File: src/inc/trace_cap_pkg.sv
// Constants, register map and types shared by the trace capture controller.
package trace_cap_pkg;

  // ****************************************
  // Widths
  // ****************************************
  localparam int ADDR_W  = 8;
  localparam int DATA_W  = 32;
  localparam int TDATA_W = 24;
  localparam int NPOINT  = 4;
  localparam int PT_W    = 5;
  localparam int CNT_W   = 16;
  // 512 KB of 32-bit records gives 2**17 entries.
  localparam int BUF_AW  = 17;
  localparam int SYNC_W  = 1 + 3 + NPOINT + TDATA_W;

  // ****************************************
  // Register offsets
  // ****************************************
  localparam logic [ADDR_W-1:0] CTRL_OFS   = 8'h00;
  localparam logic [ADDR_W-1:0] STATUS_OFS = 8'h04;
  localparam logic [ADDR_W-1:0] AFTER_OFS  = 8'h08;
  localparam logic [ADDR_W-1:0] TAIL_OFS   = 8'h0C;
  localparam logic [ADDR_W-1:0] WPTR_OFS   = 8'h10;
  localparam logic [ADDR_W-1:0] POINT_OFS  = 8'h20;

  // ****************************************
  // Fields and reset values
  // ****************************************
  localparam int CTRL_RESUME_BIT  = 0;
  localparam int CTRL_STOPFULL_BIT = 1;
  localparam int CTRL_PAUSE_BIT   = 2;
  localparam int CTRL_IDM_BIT     = 3;
  localparam int CTRL_EDM_BIT     = 4;
  localparam logic [DATA_W-1:0] CTRL_RESET = 32'h0000_0018;
  localparam int PT_EN_BIT   = 0;
  localparam int PT_KIND_LSB = 1;
  localparam int PT_DATA_BIT = 4;
  localparam logic [2:0] KIND_BEGIN  = 3'h0;
  localparam logic [2:0] KIND_HALT   = 3'h1;
  localparam logic [2:0] KIND_SINGLE = 3'h2;
  localparam logic [2:0] KIND_FREEZE = 3'h3;
  localparam logic [2:0] KIND_REPORT = 3'h4;
  localparam logic [CNT_W-1:0] COUNT_MAX  = 16'hFFFF;
  localparam logic [CNT_W-1:0] FREEZE_MIN = 16'h0010;
  localparam int REC_MATCH_BIT  = 31;
  localparam int REC_REPORT_BIT = 30;
  localparam logic [1:0] RESP_OKAY   = 2'h0;
  localparam logic [1:0] RESP_SLVERR = 2'h2;

  // ****************************************
  // Types
  // ****************************************
  typedef logic [NPOINT-1:0][PT_W-1:0] point_cfg_t;
  typedef enum logic [2:0] {ST_WAIT, ST_RUN, ST_TAIL, ST_STOP, ST_FROZEN} cap_state_e;

endpackage : trace_cap_pkg

File: src/trace_capture_ctrl.sv
// Trace capture trigger controller with an AXI4-Lite register slave.
//
// Notes on behaviour
// - Capture is gated by hardware breakpoint matches, code or data, each with a kind.
// - Report-only hits store the trigger pattern flagged as matched; code breakpoints only.
// - Single-hit records the match, then records-after-hit more records, then stops; here it returns to waiting and triggers again on the next single hit.
// - A begin point keeps capture off from arming until its first match.
// - Stop-on-full with a begin point halts capture at the buffer end.
// - One begin point may pair with one halt point to capture a span.
// - A halt point stops capture after records-after-hit further records.
// - A freeze point stops like a halt, then stays stopped until resume.
// - At most one begin, halt and single point; up to four report and freeze.
// - With begin and halt armed, the first seen event counts as begin.
// - Any armed point forces both debug-mode bits to zero.
// - Pausing for a buffer read freezes capture state; it resumes unchanged.
// - Interrupt, link register and process identifier events are marked in records.
// - Without stop-on-full the write pointer wraps and overwrites the oldest records.
// - The records-after-hit count is sixteen bits, at most FFFF.
// - A freeze point on an instruction uses at least 0x10 tail records.
// - One record is taken per trace clock cycle into a 512 KB buffer.
`timescale 1ns/1ps
module trace_capture_ctrl
  import trace_cap_pkg::*;
(
  // Clock and reset
  input  wire logic                                REF_CLK,
  input  wire logic                                RESET,
  // AXI4-Lite slave
  input  wire logic [trace_cap_pkg::ADDR_W-1:0]    S_AXI_AWADDR,
  input  wire logic                                S_AXI_AWVALID,
  output logic                                     S_AXI_AWREADY,
  input  wire logic [trace_cap_pkg::DATA_W-1:0]    S_AXI_WDATA,
  input  wire logic [3:0]                          S_AXI_WSTRB,
  input  wire logic                                S_AXI_WVALID,
  output logic                                     S_AXI_WREADY,
  output logic [1:0]                               S_AXI_BRESP,
  output logic                                     S_AXI_BVALID,
  input  wire logic                                S_AXI_BREADY,
  input  wire logic [trace_cap_pkg::ADDR_W-1:0]    S_AXI_ARADDR,
  input  wire logic                                S_AXI_ARVALID,
  output logic                                     S_AXI_ARREADY,
  output logic [trace_cap_pkg::DATA_W-1:0]         S_AXI_RDATA,
  output logic [1:0]                               S_AXI_RRESP,
  output logic                                     S_AXI_RVALID,
  input  wire logic                                S_AXI_RREADY,
  // Trace port of the target
  input  wire logic                                TRACE_CLK,
  input  wire logic [trace_cap_pkg::TDATA_W-1:0]   TRACE_DATA,
  input  wire logic [trace_cap_pkg::NPOINT-1:0]    BP_MATCH,
  input  wire logic                                EVT_IRQ,
  input  wire logic                                EVT_LR,
  input  wire logic                                EVT_PID,
  // Buffer write port and debug-mode controls
  output logic                                     BUF_WE,
  output logic [trace_cap_pkg::BUF_AW-1:0]         BUF_ADDR,
  output logic [trace_cap_pkg::DATA_W-1:0]         BUF_DATA,
  output logic                                     INTERNAL_DEBUG_MODE_BIT,
  output logic                                     EXTERNAL_DEBUG_MODE_BIT
);
  import trace_cap_pkg::*;

  // ****************************************
  // Functions
  // ****************************************
  function automatic logic [NPOINT-1:0] kind_vec(input point_cfg_t cfg, input logic [2:0] k);
    logic [NPOINT-1:0] v;
    v = '0;
    for (int i = 0; i < NPOINT; i++) begin
      v[i] = cfg[i][PT_EN_BIT] && (cfg[i][PT_KIND_LSB +: 3] == k);
    end
    return v;
  endfunction : kind_vec

  function automatic logic [DATA_W-1:0] merge(input logic [DATA_W-1:0] o, input logic [DATA_W-1:0] n,
                                              input logic [3:0] s);
    logic [DATA_W-1:0] r;
    r = o;
    for (int b = 0; b < 4; b++) begin
      if (s[b]) begin
        r[8*b +: 8] = n[8*b +: 8];
      end
    end
    return r;
  endfunction : merge

  // ****************************************
  // Input synchronisers
  // ****************************************
  logic [SYNC_W-1:0] sync1_r;
  logic [SYNC_W-1:0] sync2_r;
  logic              tclk3_r;

  always_ff @(posedge REF_CLK) begin
    if (RESET) begin
      sync1_r <= '0;
      sync2_r <= '0;
      tclk3_r <= 1'b0;
    end else begin
      sync1_r <= {TRACE_CLK, EVT_PID, EVT_LR, EVT_IRQ, BP_MATCH, TRACE_DATA};
      sync2_r <= sync1_r;
      tclk3_r <= sync2_r[SYNC_W-1];
    end
  end

  // ****************************************
  // Register file and AXI4-Lite slave
  // ****************************************
  logic [DATA_W-1:0] ctrl_r, ctrl_nxt;
  logic [CNT_W-1:0]  after_r, after_nxt, ftail_r, ftail_nxt;
  point_cfg_t        pcfg_r, pcfg_nxt;
  logic              awready_r, awready_nxt, wready_r, wready_nxt, bvalid_r, bvalid_nxt;
  logic              arready_r, arready_nxt, rvalid_r, rvalid_nxt, resume_r, resume_nxt;
  logic [ADDR_W-1:0] awaddr_r, awaddr_nxt;
  logic [DATA_W-1:0] wdata_r, wdata_nxt, rdata_r, rdata_nxt;
  logic [DATA_W-1:0] wmerge;
  logic [3:0]        wstrb_r, wstrb_nxt;
  logic [1:0]        bresp_r, bresp_nxt, rresp_r, rresp_nxt;
  cap_state_e        st_r;
  logic [BUF_AW-1:0] wptr_r;
  logic              full_r;

  always_comb begin
    ctrl_nxt    = ctrl_r;
    after_nxt   = after_r;
    ftail_nxt   = ftail_r;
    pcfg_nxt    = pcfg_r;
    awready_nxt = awready_r;
    wready_nxt  = wready_r;
    awaddr_nxt  = awaddr_r;
    wdata_nxt   = wdata_r;
    wstrb_nxt   = wstrb_r;
    bvalid_nxt  = bvalid_r;
    bresp_nxt   = bresp_r;
    arready_nxt = arready_r;
    rvalid_nxt  = rvalid_r;
    rdata_nxt   = rdata_r;
    rresp_nxt   = rresp_r;
    resume_nxt  = 1'b0;
    wmerge      = '0;
    if (S_AXI_AWVALID && awready_r) begin
      awaddr_nxt  = S_AXI_AWADDR;
      awready_nxt = 1'b0;
    end
    if (S_AXI_WVALID && wready_r) begin
      wdata_nxt  = S_AXI_WDATA;
      wstrb_nxt  = S_AXI_WSTRB;
      wready_nxt = 1'b0;
    end
    if (!awready_r && !wready_r && !bvalid_r) begin
      bvalid_nxt = 1'b1;
      bresp_nxt  = RESP_OKAY;
      if (awaddr_r == CTRL_OFS) begin
        wmerge     = merge(ctrl_r, wdata_r, wstrb_r);
        ctrl_nxt   = (wmerge & CTRL_RESET) | {27'h000_0000, 1'b0, 1'b0,
                     wmerge[CTRL_PAUSE_BIT:CTRL_STOPFULL_BIT], 1'b0};
        resume_nxt = wstrb_r[0] && wdata_r[CTRL_RESUME_BIT];
      end else if (awaddr_r == AFTER_OFS) begin
        wmerge    = merge({16'h0000, after_r}, wdata_r, wstrb_r);
        after_nxt = wmerge[CNT_W-1:0];
      end else if (awaddr_r == TAIL_OFS) begin
        wmerge    = merge({16'h0000, ftail_r}, wdata_r, wstrb_r);
        ftail_nxt = wmerge[CNT_W-1:0];
      end else if (awaddr_r[7:4] == POINT_OFS[7:4]) begin
        wmerge                  = merge({27'h000_0000, pcfg_r[awaddr_r[3:2]]}, wdata_r, wstrb_r);
        pcfg_nxt[awaddr_r[3:2]] = wmerge[PT_W-1:0];
      end else if (awaddr_r != STATUS_OFS && awaddr_r != WPTR_OFS) begin
        bresp_nxt = RESP_SLVERR;
      end
    end
    if (bvalid_r && S_AXI_BREADY) begin
      bvalid_nxt  = 1'b0;
      awready_nxt = 1'b1;
      wready_nxt  = 1'b1;
    end
    if (S_AXI_ARVALID && arready_r) begin
      arready_nxt = 1'b0;
      rvalid_nxt  = 1'b1;
      rresp_nxt   = RESP_OKAY;
      rdata_nxt   = '0;
      if (S_AXI_ARADDR == CTRL_OFS) begin
        rdata_nxt = ctrl_r;
      end else if (S_AXI_ARADDR == STATUS_OFS) begin
        rdata_nxt = {27'h000_0000, full_r, 1'b0, st_r};
      end else if (S_AXI_ARADDR == AFTER_OFS) begin
        rdata_nxt = {16'h0000, after_r};
      end else if (S_AXI_ARADDR == TAIL_OFS) begin
        rdata_nxt = {16'h0000, ftail_r};
      end else if (S_AXI_ARADDR == WPTR_OFS) begin
        rdata_nxt = {15'h0000, wptr_r};
      end else if (S_AXI_ARADDR[7:4] == POINT_OFS[7:4]) begin
        rdata_nxt = {27'h000_0000, pcfg_r[S_AXI_ARADDR[3:2]]};
      end else begin
        rresp_nxt = RESP_SLVERR;
      end
    end
    if (rvalid_r && S_AXI_RREADY) begin
      rvalid_nxt  = 1'b0;
      arready_nxt = 1'b1;
    end
  end

  always_ff @(posedge REF_CLK) begin
    if (RESET) begin
      ctrl_r    <= CTRL_RESET;
      after_r   <= '0;
      ftail_r   <= '0;
      pcfg_r    <= '0;
      awready_r <= 1'b1;
      wready_r  <= 1'b1;
      awaddr_r  <= '0;
      wdata_r   <= '0;
      wstrb_r   <= '0;
      bvalid_r  <= 1'b0;
      bresp_r   <= RESP_OKAY;
      arready_r <= 1'b1;
      rvalid_r  <= 1'b0;
      rdata_r   <= '0;
      rresp_r   <= RESP_OKAY;
      resume_r  <= 1'b0;
    end else begin
      ctrl_r    <= ctrl_nxt;
      after_r   <= after_nxt;
      ftail_r   <= ftail_nxt;
      pcfg_r    <= pcfg_nxt;
      awready_r <= awready_nxt;
      wready_r  <= wready_nxt;
      awaddr_r  <= awaddr_nxt;
      wdata_r   <= wdata_nxt;
      wstrb_r   <= wstrb_nxt;
      bvalid_r  <= bvalid_nxt;
      bresp_r   <= bresp_nxt;
      arready_r <= arready_nxt;
      rvalid_r  <= rvalid_nxt;
      rdata_r   <= rdata_nxt;
      rresp_r   <= rresp_nxt;
      resume_r  <= resume_nxt;
    end
  end

  // ****************************************
  // Point decode
  // ****************************************
  logic [NPOINT-1:0] kv_begin, kv_halt, kv_single, kv_freeze, kv_report, data_vec, m;
  logic              cfg_err, have_begin, begin_h, halt_h, single_h, freeze_h, fcode_h, report_h, evt_any;
  logic              tick, pause, stopfull, any_en;
  logic [CNT_W-1:0]  pt_eff;

  always_comb begin
    for (int i = 0; i < NPOINT; i++) begin
      data_vec[i] = pcfg_r[i][PT_DATA_BIT];
    end
    kv_begin  = kind_vec(pcfg_r, KIND_BEGIN);
    kv_halt   = kind_vec(pcfg_r, KIND_HALT);
    kv_single = kind_vec(pcfg_r, KIND_SINGLE);
    kv_freeze = kind_vec(pcfg_r, KIND_FREEZE);
    kv_report = kind_vec(pcfg_r, KIND_REPORT) & ~data_vec;
    cfg_err   = ($countones(kv_begin) > 1) || ($countones(kv_halt) > 1) ||
                ($countones(kv_single) > 1);
    m          = sync2_r[TDATA_W +: NPOINT] & {NPOINT{!cfg_err}};
    any_en     = |(kv_begin | kv_halt | kv_single | kv_freeze | kv_report);
    have_begin = |kv_begin && !cfg_err;
    begin_h    = |(m & kv_begin);
    halt_h     = |(m & kv_halt);
    single_h   = |(m & kv_single);
    freeze_h   = |(m & kv_freeze);
    fcode_h    = |(m & kv_freeze & ~data_vec);
    report_h   = |(m & kv_report);
    evt_any    = |sync2_r[TDATA_W+NPOINT +: 3];
    pause      = ctrl_r[CTRL_PAUSE_BIT];
    stopfull   = ctrl_r[CTRL_STOPFULL_BIT];
    tick       = sync2_r[SYNC_W-1] && !tclk3_r && !pause;
    pt_eff     = (fcode_h && ftail_r < FREEZE_MIN) ? FREEZE_MIN : ftail_r;
  end

  // ****************************************
  // Capture state machine
  // ****************************************
  cap_state_e        st_nxt, goal_r, goal_nxt, ld_goal;
  logic [CNT_W-1:0]  tail_r, tail_nxt, ld_cnt;
  logic [BUF_AW-1:0] wptr_nxt;
  logic              full_nxt, we_nxt, cap, ld, idm_nxt, edm_nxt;
  logic [DATA_W-1:0] rec;

  always_comb begin
    st_nxt   = st_r;
    goal_nxt = goal_r;
    tail_nxt = tail_r;
    wptr_nxt = wptr_r;
    full_nxt = full_r;
    we_nxt   = 1'b0;
    cap      = (st_r == ST_RUN) || (st_r == ST_TAIL);
    ld       = 1'b0;
    ld_cnt   = after_r;
    ld_goal  = ST_WAIT;
    rec      = {begin_h | halt_h | single_h | freeze_h | report_h, report_h,
                sync2_r[TDATA_W+NPOINT +: 3], 3'h0, sync2_r[TDATA_W-1:0]};
    idm_nxt  = ctrl_r[CTRL_IDM_BIT] && !any_en;
    edm_nxt  = ctrl_r[CTRL_EDM_BIT] && !any_en;
    if (resume_r) begin
      st_nxt   = (have_begin || |kv_single) ? ST_WAIT : ST_RUN;
      tail_nxt = '0;
      wptr_nxt = '0;
      full_nxt = 1'b0;
    end else if (tick) begin
      unique case (st_r)
        ST_WAIT: begin
          if (single_h) begin
            cap = 1'b1;
            ld  = 1'b1;
          end else if (begin_h || (halt_h && have_begin)) begin
            cap    = 1'b1;
            st_nxt = ST_RUN;
          end
        end
        ST_RUN: begin
          if (freeze_h) begin
            ld      = 1'b1;
            ld_cnt  = pt_eff;
            ld_goal = ST_FROZEN;
          end else if (halt_h || single_h) begin
            ld      = 1'b1;
            ld_goal = (have_begin || single_h) ? ST_WAIT : ST_STOP;
          end
        end
        ST_TAIL: begin
          if (tail_r == 16'h0001) begin
            st_nxt = goal_r;
          end else begin
            tail_nxt = tail_r - 16'h0001;
          end
        end
        ST_STOP, ST_FROZEN: begin
        end
      endcase
      if (ld) begin
        tail_nxt = ld_cnt;
        goal_nxt = ld_goal;
        st_nxt   = (ld_cnt == '0) ? ld_goal : ST_TAIL;
      end
      if (cap || (report_h || evt_any) && st_r == ST_WAIT) begin
        we_nxt   = 1'b1;
        wptr_nxt = wptr_r + {{(BUF_AW-1){1'b0}}, 1'b1};
        if (&wptr_r) begin
          full_nxt = 1'b1;
          if (stopfull && have_begin) begin
            st_nxt = ST_STOP;
          end
        end
      end
    end
  end

  always_ff @(posedge REF_CLK) begin
    if (RESET) begin
      st_r     <= ST_RUN;
      goal_r   <= ST_WAIT;
      tail_r   <= '0;
      wptr_r   <= '0;
      full_r   <= 1'b0;
      BUF_WE   <= 1'b0;
      BUF_ADDR <= '0;
      BUF_DATA <= '0;
      INTERNAL_DEBUG_MODE_BIT <= 1'b1;
      EXTERNAL_DEBUG_MODE_BIT <= 1'b1;
    end else begin
      st_r     <= st_nxt;
      goal_r   <= goal_nxt;
      tail_r   <= tail_nxt;
      wptr_r   <= wptr_nxt;
      full_r   <= full_nxt;
      BUF_WE   <= we_nxt;
      BUF_ADDR <= wptr_r;
      BUF_DATA <= rec;
      INTERNAL_DEBUG_MODE_BIT <= idm_nxt;
      EXTERNAL_DEBUG_MODE_BIT <= edm_nxt;
    end
  end

  assign S_AXI_AWREADY = awready_r;
  assign S_AXI_WREADY  = wready_r;
  assign S_AXI_BVALID  = bvalid_r;
  assign S_AXI_BRESP   = bresp_r;
  assign S_AXI_ARREADY = arready_r;
  assign S_AXI_RVALID  = rvalid_r;
  assign S_AXI_RDATA   = rdata_r;
  assign S_AXI_RRESP   = rresp_r;
endmodule : trace_capture_ctrl
File: config.mk
export PLATFORM = sky130hd
export DESIGN_NAME = trace_capture_ctrl
export DESIGN_NICKNAME = d
export VERILOG_FILES = /design/src/inc/trace_cap_pkg.sv /design/src/trace_capture_ctrl.sv
export SDC_FILE = /design/constraint.sdc
export NUM_CORES = 1
export LEC_CHECK = 0
export CAP_MARGIN = 20
export CORE_MARGIN = 3
export CORE_UTILIZATION = 57
export CTS_CLUSTER_SIZE = 10
export DETAILED_ROUTE_END_ITERATION = 8
export DONT_BUFFER_PORTS = 1
export PLACE_DENSITY = 0.72
export SLEW_MARGIN = 40
export SYNTH_ARGS = -nofsm -noshare
export SYNTH_HDL_FRONTEND = slang
export SYNTH_SLANG_ARGS = --single-unit
File: constraint.sdc
create_clock -name REF_CLK -period 10.1 [get_ports REF_CLK]
set_clock_uncertainty 0.2 [all_clocks]
set_input_delay 0.505 -clock REF_CLK [delete_from_list [all_inputs] [get_ports REF_CLK]]
set_output_delay 0.505 -clock REF_CLK [all_outputs]
set_load 0.02 [all_outputs]
After elaboration in Yosys (flattened, before gate mapping)
Index checks and enable logic that the tools add are counted.

cells by class
  add/subtract/negate cells = 11
  $lt $le $gt $ge = 7
  equality and inequality tests = 30
  mux-type cells = 69
  bitwise logic cells = 24
  reduce and logical (&&, ||, !) cells = 91

operators with widths
  operator                 count
  $mux W16                 8
  $mux W17                 5
  $mux W5                  13
  $logic_and A1 B1 Y1      39
  $mux W3                  12
  $reduce_or A4 Y1         9
  $and A4 B4 Y4            8
  $eq A8 B4 Y1 const B     4
  $eq A3 B2 Y1 const B     9
  $mux W2                  13
  $bmux W5 S2              2
  $bwmux W20               1
  $reduce_and A19 Y1       1
  $add A17 B1 Y17 const B  1
  $reduce_and A17 Y1       1
  $eq A16 B1 Y1 const B    1
  $logic_not A16 Y1        1
  $logic_not A8 Y1         2
  $lt A16 B5 Y1 const B    1
  $or A4 B4 Y4             4
  $sub A16 B1 Y16 const B  1
  $eq A3 B1 Y1 const B     5
  $logic_not A3 Y1         5
  $reduce_and A5 Y1        3
  28 further kinds         83

word-level totals
  register bits = 282
  input port bits = 91
  output and inout bits = 93

Longest topological paths before layout
Gate-level depths: netlist of the first run.

  word-level depth = 26
  gate-level depth with buffers = 13
  depth with buffers taken out = 12

Least setup slack after synthesis of the first run
Ideal clock, no wire load.

  path kind = flip-flop to flip-flop
  from = register pcfg_r[0] (netlist bit)
  to = register tail_r[11]
  arrival time = 2.920 ns
  setup slack = 6.856 ns
  stages on the path, launching flop included = 13
  path through = dfxtp_1 -> nor3b_1 -> nand2b_1 -> fa_1 -> nor3b_1 -> and3_1 -> and2_1 -> buf_2 -> nand2_2 -> buf_2 -> mux2_2 -> a22oi_1 -> o22ai_1

on the way
  cells in the longest elaborated chain, start to end = 18

ends and longest elaborated chain
  item                                                            RTL line                                              source
  start: declaration                                              trace_capture_ctrl.sv:110                             point_cfg_t pcfg_r, pcfg_nxt;
  start signal: assignment                                        trace_capture_ctrl.sv:224                             pcfg_r <= pcfg_nxt;
  $logic_and A1 B1 Y1                                             trace_capture_ctrl.sv:69                              v[i] = cfg[i][PT_EN_BIT] && (cfg[i][PT_KIND_LSB +: 3] == k);
  $add A1 B1 Y2 (not written as such)                             trace_capture_ctrl.sv:257                             cfg_err = ($countones(kv_begin) > 1) || ($countones(kv_halt) > 1) ||
  $add A2 B2 Y3 (not written as such)                             trace_capture_ctrl.sv:257
  $gt A3 B1 Y1                                                    trace_capture_ctrl.sv:257
  $logic_or A1 B1 Y1 (2 in a row)                                 trace_capture_ctrl.sv:257
  $logic_not A1 Y1                                                trace_capture_ctrl.sv:259                             m = sync2_r[TDATA_W +: NPOINT] & {NPOINT{!cfg_err}};
  $and A4 B4 Y4                                                   trace_capture_ctrl.sv:259
  $and A4 B4 Y4 (on tied branches)                                -
  $reduce_or A4 Y1 (tied with other cells)                        trace_capture_ctrl.sv:263                             halt_h = |(m & kv_halt);
  $logic_or A1 B1 Y1 or $reduce_or A4 Y1 (tied branches)          trace_capture_ctrl.sv:320, trace_capture_ctrl.sv:266
  $mux W1 or $logic_and A1 B1 Y1 (tied branches)                  trace_capture_ctrl.sv:320, trace_capture_ctrl.sv:272
  $mux W1 or $mux W16 (tied branches)                             trace_capture_ctrl.sv:316, trace_capture_ctrl.sv:272
  $pmux W1 S2 or $mux W16 (tied branches)                         trace_capture_ctrl.sv:305, trace_capture_ctrl.sv:316
  $mux W1 or $mux W16 (tied branches)                             trace_capture_ctrl.sv:304, trace_capture_ctrl.sv:305
  $mux W1 or $mux W16 (tied branches)                             trace_capture_ctrl.sv:299, trace_capture_ctrl.sv:304
  $ne A2 B1 Y1 (no source line) (tied with other cells)           -
  $reduce_and A3 Y1 (no source line) or $mux W16 (tied branches)  -
  end signal: assignment                                          trace_capture_ctrl.sv:368                             tail_r <= tail_nxt;
  end: declaration                                                trace_capture_ctrl.sv:279                             logic [CNT_W-1:0] tail_r, tail_nxt, ld_cnt;

Parallel ways exist; a longest one is shown, timed or not. The select of a mux whose other input is x is not followed.
A chain may end at the register's enable or synchronous reset.

Worst setup path after layout of the first run
  from = register pcfg_r[0] (netlist bit)
  to = register tail_r[7]

Same word-level chain as after synthesis.

==> results of run 1 <==
## how the worst max path moves through the flow
stage / from / cells past startpoint / endpoint
5_1_grt: pcfg_r[0]$_SDFFE_PP0P_ / 10 / tail_r[7]$_SDFFE_PP0P_
4_1_cts: pcfg_r[0]$_SDFFE_PP0P_ / 10 / tail_r[7]$_SDFFE_PP0P_
3_5_place_dp: pcfg_r[0]$_SDFFE_PP0P_ / 10 / tail_r[14]$_SDFFE_PP0P_
6_report: pcfg_r[0]$_SDFFE_PP0P_ / 10 / tail_r[7]$_SDFFE_PP0P_
3_3_place_gp: pcfg_r[0]$_SDFFE_PP0P_ / 10 / tail_r[14]$_SDFFE_PP0P_
2_1_floorplan: pcfg_r[0]$_SDFFE_PP0P_ / 12 / tail_r[11]$_SDFFE_PP0P_
## synthesized netlist by cell type, types with 14 or more instances
cell type	instances	share of area
a211oi_1	17	0.011
a21oi_1	58	0.026
and3_1	14	0.0078
buf_4	20	0.013
clkbuf_1	50	0.017
dfxtp_1	260	0.47
inv_1	22	0.0074
mux2i_1	73	0.065
nand2_1	116	0.039
nand3_1	32	0.014
nor2_1	124	0.042
nor2b_1	112	0.063
nor3_1	16	0.0072
nor4_1	15	0.0084
o21ai_0	30	0.013
## layer usage
metal  vias up  global-route usage  share of wire
met4         2              0.0833          0.027
met1      4142               0.341           0.45
li1       4218                   -              -
met2       296               0.413           0.47
met5         -                   0        0.00025
met3        55              0.0386          0.060
## cell families (layout without fill, tap and decap cells)
logic type | Yosys count | count (layout)
AO/OA/AOI/OAI | 205 | 205
XOR/XNOR | 11 | 11
adder cells (fa/ha/maj) | 9 | 9
buffers and inverters | 108 | 130
flip-flops | 260 | 260
multiplexers | 94 | 94
other | 1 | 20
AND/OR/NAND/NOR | 509 | 509
## sequential cells by signal, indices dropped and copies added (netlist names), 17 cells and up
register	count
sync1_r	32
sync2_r	32
BUF_DATA	29
BUF_ADDR	17
S_AXI_RDATA	17
wptr_r	17
## per-stage QoR
stage / util / instance area, um^2 / cells / setup slack (ps) / hold slack, ps
2_1_floorplan: - / 11200 / 1216 / 6860 / 214
3_3_place_gp: 0.590 / 11200 / 1395 / 6090 / 216
3_5_place_dp: 0.590 / 11200 / 1395 / 6040 / 223
4_1_cts: 0.669 / 12700 / 1497 / 6020 / 4.19
5_1_grt: 0.670 / 12700 / 1498 / 5700 / 37.9
6_report: 0.670 / 12700 / 1498 / 5980 / 20.2
## tightest hold or removal path: stages
cell and delay [ps]:
o31ai_1 60, o22ai_1 100, nor2_1 50
## layout make-up
type | instances | area (um^2)
Tap cell | 260 | 325
Multi-Input combinational cell | 848 | 5540
Inverter | 22 | 82.6
Clock inverter | 2 | 25.0
Clock buffer | 33 | 772
Timing Repair Buffer | 73 | 753
Sequential cell | 260 | 5200
Fill cell | 1520 | 6250
## placed cells by master (no fill, tap or decap), types with 5 or more instances in the layout
cell and count:
mux2i_1 73, nor2_1 123, a31oi_1 5, dlygate4sd3_1 66
o21ai_0 30, clkbuf_16 30, nand2_1 116, o22ai_1 8
mux2_2 11, nand4_1 5, nor2b_1 112, mux4_2 8
conb_1 20, inv_1 22, dfxtp_1 260, o211ai_1 8
nor4_1 15, nor3b_1 6, ha_1 6, buf_4 5
a21oi_1 57, nand3_1 32, nor3_1 16, nand2b_1 12
xnor2_1 11, and2_1 8, a22oi_1 13, a211oi_1 17
nand3b_1 6, or3_1 7, and3_1 14, o31ai_1 6
## power groups by stage
stage | clock, mW | sequential (mW) | combinational (mW)
after floorplan | 0 | 1.09 | 0.0809
after global placement | 0 | 1.10 | 0.0655
after detailed placement | 0 | 1.10 | 0.0672
after CTS | 0.924 | 1.08 | 0.103
after global routing | 0.967 | 1.09 | 0.117
final | 0.910 | 1.08 | 0.106
==> summary.txt, run 1 <==
Worst-path clk slew - 60 ps
Ports - 184
Vias - 8713
final period demand of the worst path - 4120 ps
Max Cap Violations - 0
post-route antenna net violation count - 0
Worst Hold Depth - 3
post-synthesis sequential area ratio - 0.466
mux cell area share after synthesis - 0.0973
Worst path slowest cell - fa_1
HP Start - S_AXI_ARADDR[3]
flops & latches, synth - 260
Post-synth EDFFs - 0
vias per std cell - 5.82
Critical R2R Launch - pcfg_r[0]$_SDFFE_PP0P_
gr usage total - 0.251
Clock Sinks - 260
Hold Fails Final Rpt - 0
synthesis-to-layout area growth - 13.8%
CP max FO - 17
Slew HR - 0.473
CTS tree - built
nets - 1335
Mapped Area - 0.0112 mm^2
Die Footprint - 0.0213 mm^2
total chip power - 2.10 mW
compound-cell area share of the yosys netlist - 0.130
clock power share - 0.434
vias in the first global route - 8212
clk_lat worst skew - 540 ps
largest family of logic cells by synthesized area - simple AND/OR/NAND/NOR gates
PortBufs - 0
CTS Buffer Depth - 3
CTS Root Cell - clkbuf_16
H-Tree Depth - 1
pwr dens - 165 mW/mm^2
crit-path cells - nor3b_1 -> nand2b_1 -> fa_1 -> nand2b_1 -> a32o_1 -> a211oi_1 -> a21o_1 -> nand2_1 -> o221ai_1 -> a311oi_1
Iter 0 DRT Violations - 602
n_diodes - 0
Tcrit/Tclk final - 0.408
Die Span X - 146 um
Hold Path Class - input port to flip-flop
simple-gate area share of the yosys netlist - 0.241
Initial Util - 0.589
combinational fraction of design power - 0.051
DP HPWL - 18300 um
Max IR drop VDD - 0.000165 V
Ys Warns - 0
initial antenna violation count - 1
reg2reg setup slack - 5980 ps
Async S/R FF share, synth - 0
Data required, critical path - 10320 ps
Mean Syn Cell Area - 9.33 um^2
post-synth cell types - 86
Setup TNS - 0 ps
cell mode on critical path - nand2b_1
cells after synthesis - 1197
Slew Viols, Final - 0
CTS resizes - 0
final wirelength - 28000 um
XOR/XNOR Fraction of Synth Area - 0.00863
NetSw - 0.466 mW
outcome - finished clean
final setup vio count - 0
slowest stage delay, CP - 560 ps
RSZ-0062 raised after global routing - no
Num CTS Buffers - 30
Sequential Power Share - 0.516
switching part of the total - 0.222
largest net degree at the start of global routing - 223
worst-margin pin slew - 789 ps
CP bufs+invs - 0
drt drc - 0
average wire per standard cell - 18.7 um
total core area - 0.0190 mm^2
# Post-CTS Setup Buffers - 0
crit path kind - flip-flop to flip-flop
FMAX - 0.243 GHz
Pint - 1.63 mW
Critical Path AT - 4340 ps
CTS Hold Buffers Added - 67
DRT Pass-1 Iters - 5
first-pass GRT wire length - 44200 um
GP Congestion - 0.910
Hold EP - S_AXI_RDATA[1]$_SDFFE_PP0P_
adder-cell share of the synthesized area - 0.0121
R2R cell count - 10
Worst setup EP type - flip-flop
Lkg Pwr - 4.75 nW
total grt overflow - 0
row count - 50
r2r endpoint - tail_r[7]$_SDFFE_PP0P_
crit start category - flip-flop
most used flip-flop cell after synthesis - dfxtp_1
Crit path max-delay family - compound AO/OA/AOI/OAI gates
proportion of layout cells with a drive suffix above 1 - 0.0775
Die Y - 146 um
(Power assumes the default switching activity.)
==> inputs of run 2 (changes only) <==
Clock period 10.1 ns to 3.8 ns, I/O delays scaled along.
==> run 2 against run 1 <==
Die area stayed put. Cell count is 2.6% higher. Register-to-register slack worse by 5700 ps. Global-route usage is 1.1 points higher. Flip-flop and latch count stayed put. Largest cell class unchanged. Critical endpoint is now tail_r[14]$_SDFFE_PP0P_.
==> summary.txt, run 2 (synthesis gave the netlist of run 1 again) <==
proportion of layout cells with a drive suffix above 1 - 0.0838
crit start category - flip-flop
Die Y - 146 um
synthesis-to-layout area growth - 16.6%
pwr dens - 430 mW/mm^2
outcome - finished clean
CP max FO - 15
DRT Pass-1 Iters - 5
Critical Path AT - 3710 ps
CP bufs+invs - 0
drt drc - 0
slowest stage delay, CP - 550 ps
H-Tree Depth - 1
r2r endpoint - tail_r[14]$_SDFFE_PP0P_
placed instance area - 0.0113 mm^2
switching part of the total - 0.226
Sequential Power Share - 0.514
average wire per standard cell - 18.9 um
RSZ-0062 raised after global routing - no
PortBufs - 0
post-route antenna net violation count - 0
total grt overflow - 0
commonest non-fill, non-tap cell in the layout - dfxtp_1
Lkg Pwr - 4.97 nW
Iter 0 DRT Violations - 733
fin area - 0.0130 mm^2
largest net degree at the start of global routing - 203
Hold Path Class - input port to flip-flop
Worst Hold Depth - 4
crit path kind - flip-flop to flip-flop
nets - 1374
Die Footprint - 0.0213 mm^2
CTS Root Cell - clkbuf_16
first-pass GRT wire length - 46000 um
Slew HR - 0.441
Pint - 4.33 mW
Crit path max-delay family - simple AND/OR/NAND/NOR gates
NetSw - 1.27 mW
worst-margin pin slew - 838 ps
Hold Fails Final Rpt - 0
FMAX - 0.286 GHz
final wirelength - 29100 um
R2R cell count - 10
n_diodes - 0
Hold EP - S_AXI_RDATA[6]$_SDFFE_PP0P_
Num CTS Buffers - 30
DP HPWL - 18600 um
cell mode on critical path - nand2b_1
CTS tree - built
Post-Place Setup Slack - 355 ps
Worst-path clk slew - 50 ps
total chip power - 5.60 mW
Largest regs - sync1_r (32), sync2_r (32), BUF_DATA (29)
HP Start - S_AXI_ARADDR[3]
clock power share - 0.432
Slew Viols, Final - 0
Critical R2R Launch - pcfg_r[0]$_SDFFE_PP0P_
reg2reg setup slack - 300 ps
total core area - 0.0190 mm^2
Max Cap Violations - 0
CTS Buffer Depth - 3
leading cell types in the layout, fill and taps excluded - 260 x dfxtp_1, 124 x nor2_1, 116 x nand2_1
Multi-input gate area - 0.00554 mm^2
final setup vio count - 0
vias per std cell - 5.82
initial antenna violation count - 0
Worst path slowest cell - fa_1
clk_lat worst skew - 550 ps
final period demand of the worst path - 3500 ps
register area - 0.00520 mm^2
min setup slack post-route - 303 ps
Die Span X - 146 um
fillcell total - 1450
Final Core Density - 0.687
Clock Sinks - 260
Worst setup EP type - flip-flop
Tcrit/Tclk final - 0.920
gr usage total - 0.262
GP Congestion - 0.960
Data required, critical path - 4010 ps
Setup TNS - 0 ps
Max IR drop VDD - 0.000395 V
combinational fraction of design power - 0.053
crit-path cells - nor3b_1 -> nand2b_1 -> fa_1 -> nand2b_1 -> a32oi_1 -> and2_1 -> nand2_2 -> mux2_2 -> a22oi_1 -> o22ai_1
vias in the first global route - 8539
CTS resizes - 0
Vias - 8945
Initial Util - 0.589
Ports - 184
row count - 50
## run 2: what timing repair did
action / 4_1_cts / 5_1_grt
setup endpoints to repair: 0 / 0
hold buffers: 92 / 0
hold endpoints to repair: 255 / 0
setup buffers: 0 / 0
## run 2: stage by stage
step / cells / hold slack, ps
after global routing: 1537 / 40.6
after global placement: 1410 / 79.4
final: 1537 / 23.7
after CTS: 1537 / 6.61
after detailed placement: 1410 / 79.4
after floorplan: 1216 / 90.4
## run 2: layer usage
layer	global-route usage	routed length, um
met5	0	0
met4	0.0673	664
met3	0.0448	2010
met2	0.440	13700
met1	0.355	12700
## run 2: how the worst max path moves through the flow
stage | start | endpoint | depth (start not counted)
after floorplan | pcfg_r[0]$_SDFFE_PP0P_ | tail_r[11]$_SDFFE_PP0P_ | 12
after global placement | pcfg_r[0]$_SDFFE_PP0P_ | tail_r[14]$_SDFFE_PP0P_ | 10
after detailed placement | pcfg_r[0]$_SDFFE_PP0P_ | tail_r[14]$_SDFFE_PP0P_ | 10
after CTS | pcfg_r[0]$_SDFFE_PP0P_ | tail_r[14]$_SDFFE_PP0P_ | 10
after global routing | pcfg_r[0]$_SDFFE_PP0P_ | tail_r[14]$_SDFFE_PP0P_ | 10
final | pcfg_r[0]$_SDFFE_PP0P_ | tail_r[14]$_SDFFE_PP0P_ | 10
## run 2: layout make-up
type                            instances  area share
Sequential cell                       260       0.400
Timing Repair Buffer                  112      0.0832
Clock buffer                           33      0.0585
Tap cell                              260      0.0250
Clock inverter                          2     0.00192
Multi-Input combinational cell        848       0.426
Inverter                               22     0.00634
## run 2: worst register-to-register path, stage by stage (launching register included)
cell and delay, ps:
dfxtp_1 490, nor3b_1 300, nand2b_1 150, fa_1 550, nand2b_1 70, a32oi_1 350
and2_1 320, nand2_2 290, mux2_2 360, a22oi_1 170, o22ai_1 120
## run 2: power by group through the flow
stage	logic (mW)	clock network, mW	registers, mW
2_1_floorplan	0.215	0	2.91
3_3_place_gp	0.175	0	2.93
3_5_place_dp	0.179	0	2.93
4_1_cts	0.289	2.44	2.88
5_1_grt	0.326	2.56	2.89
6_report	0.298	2.42	2.88
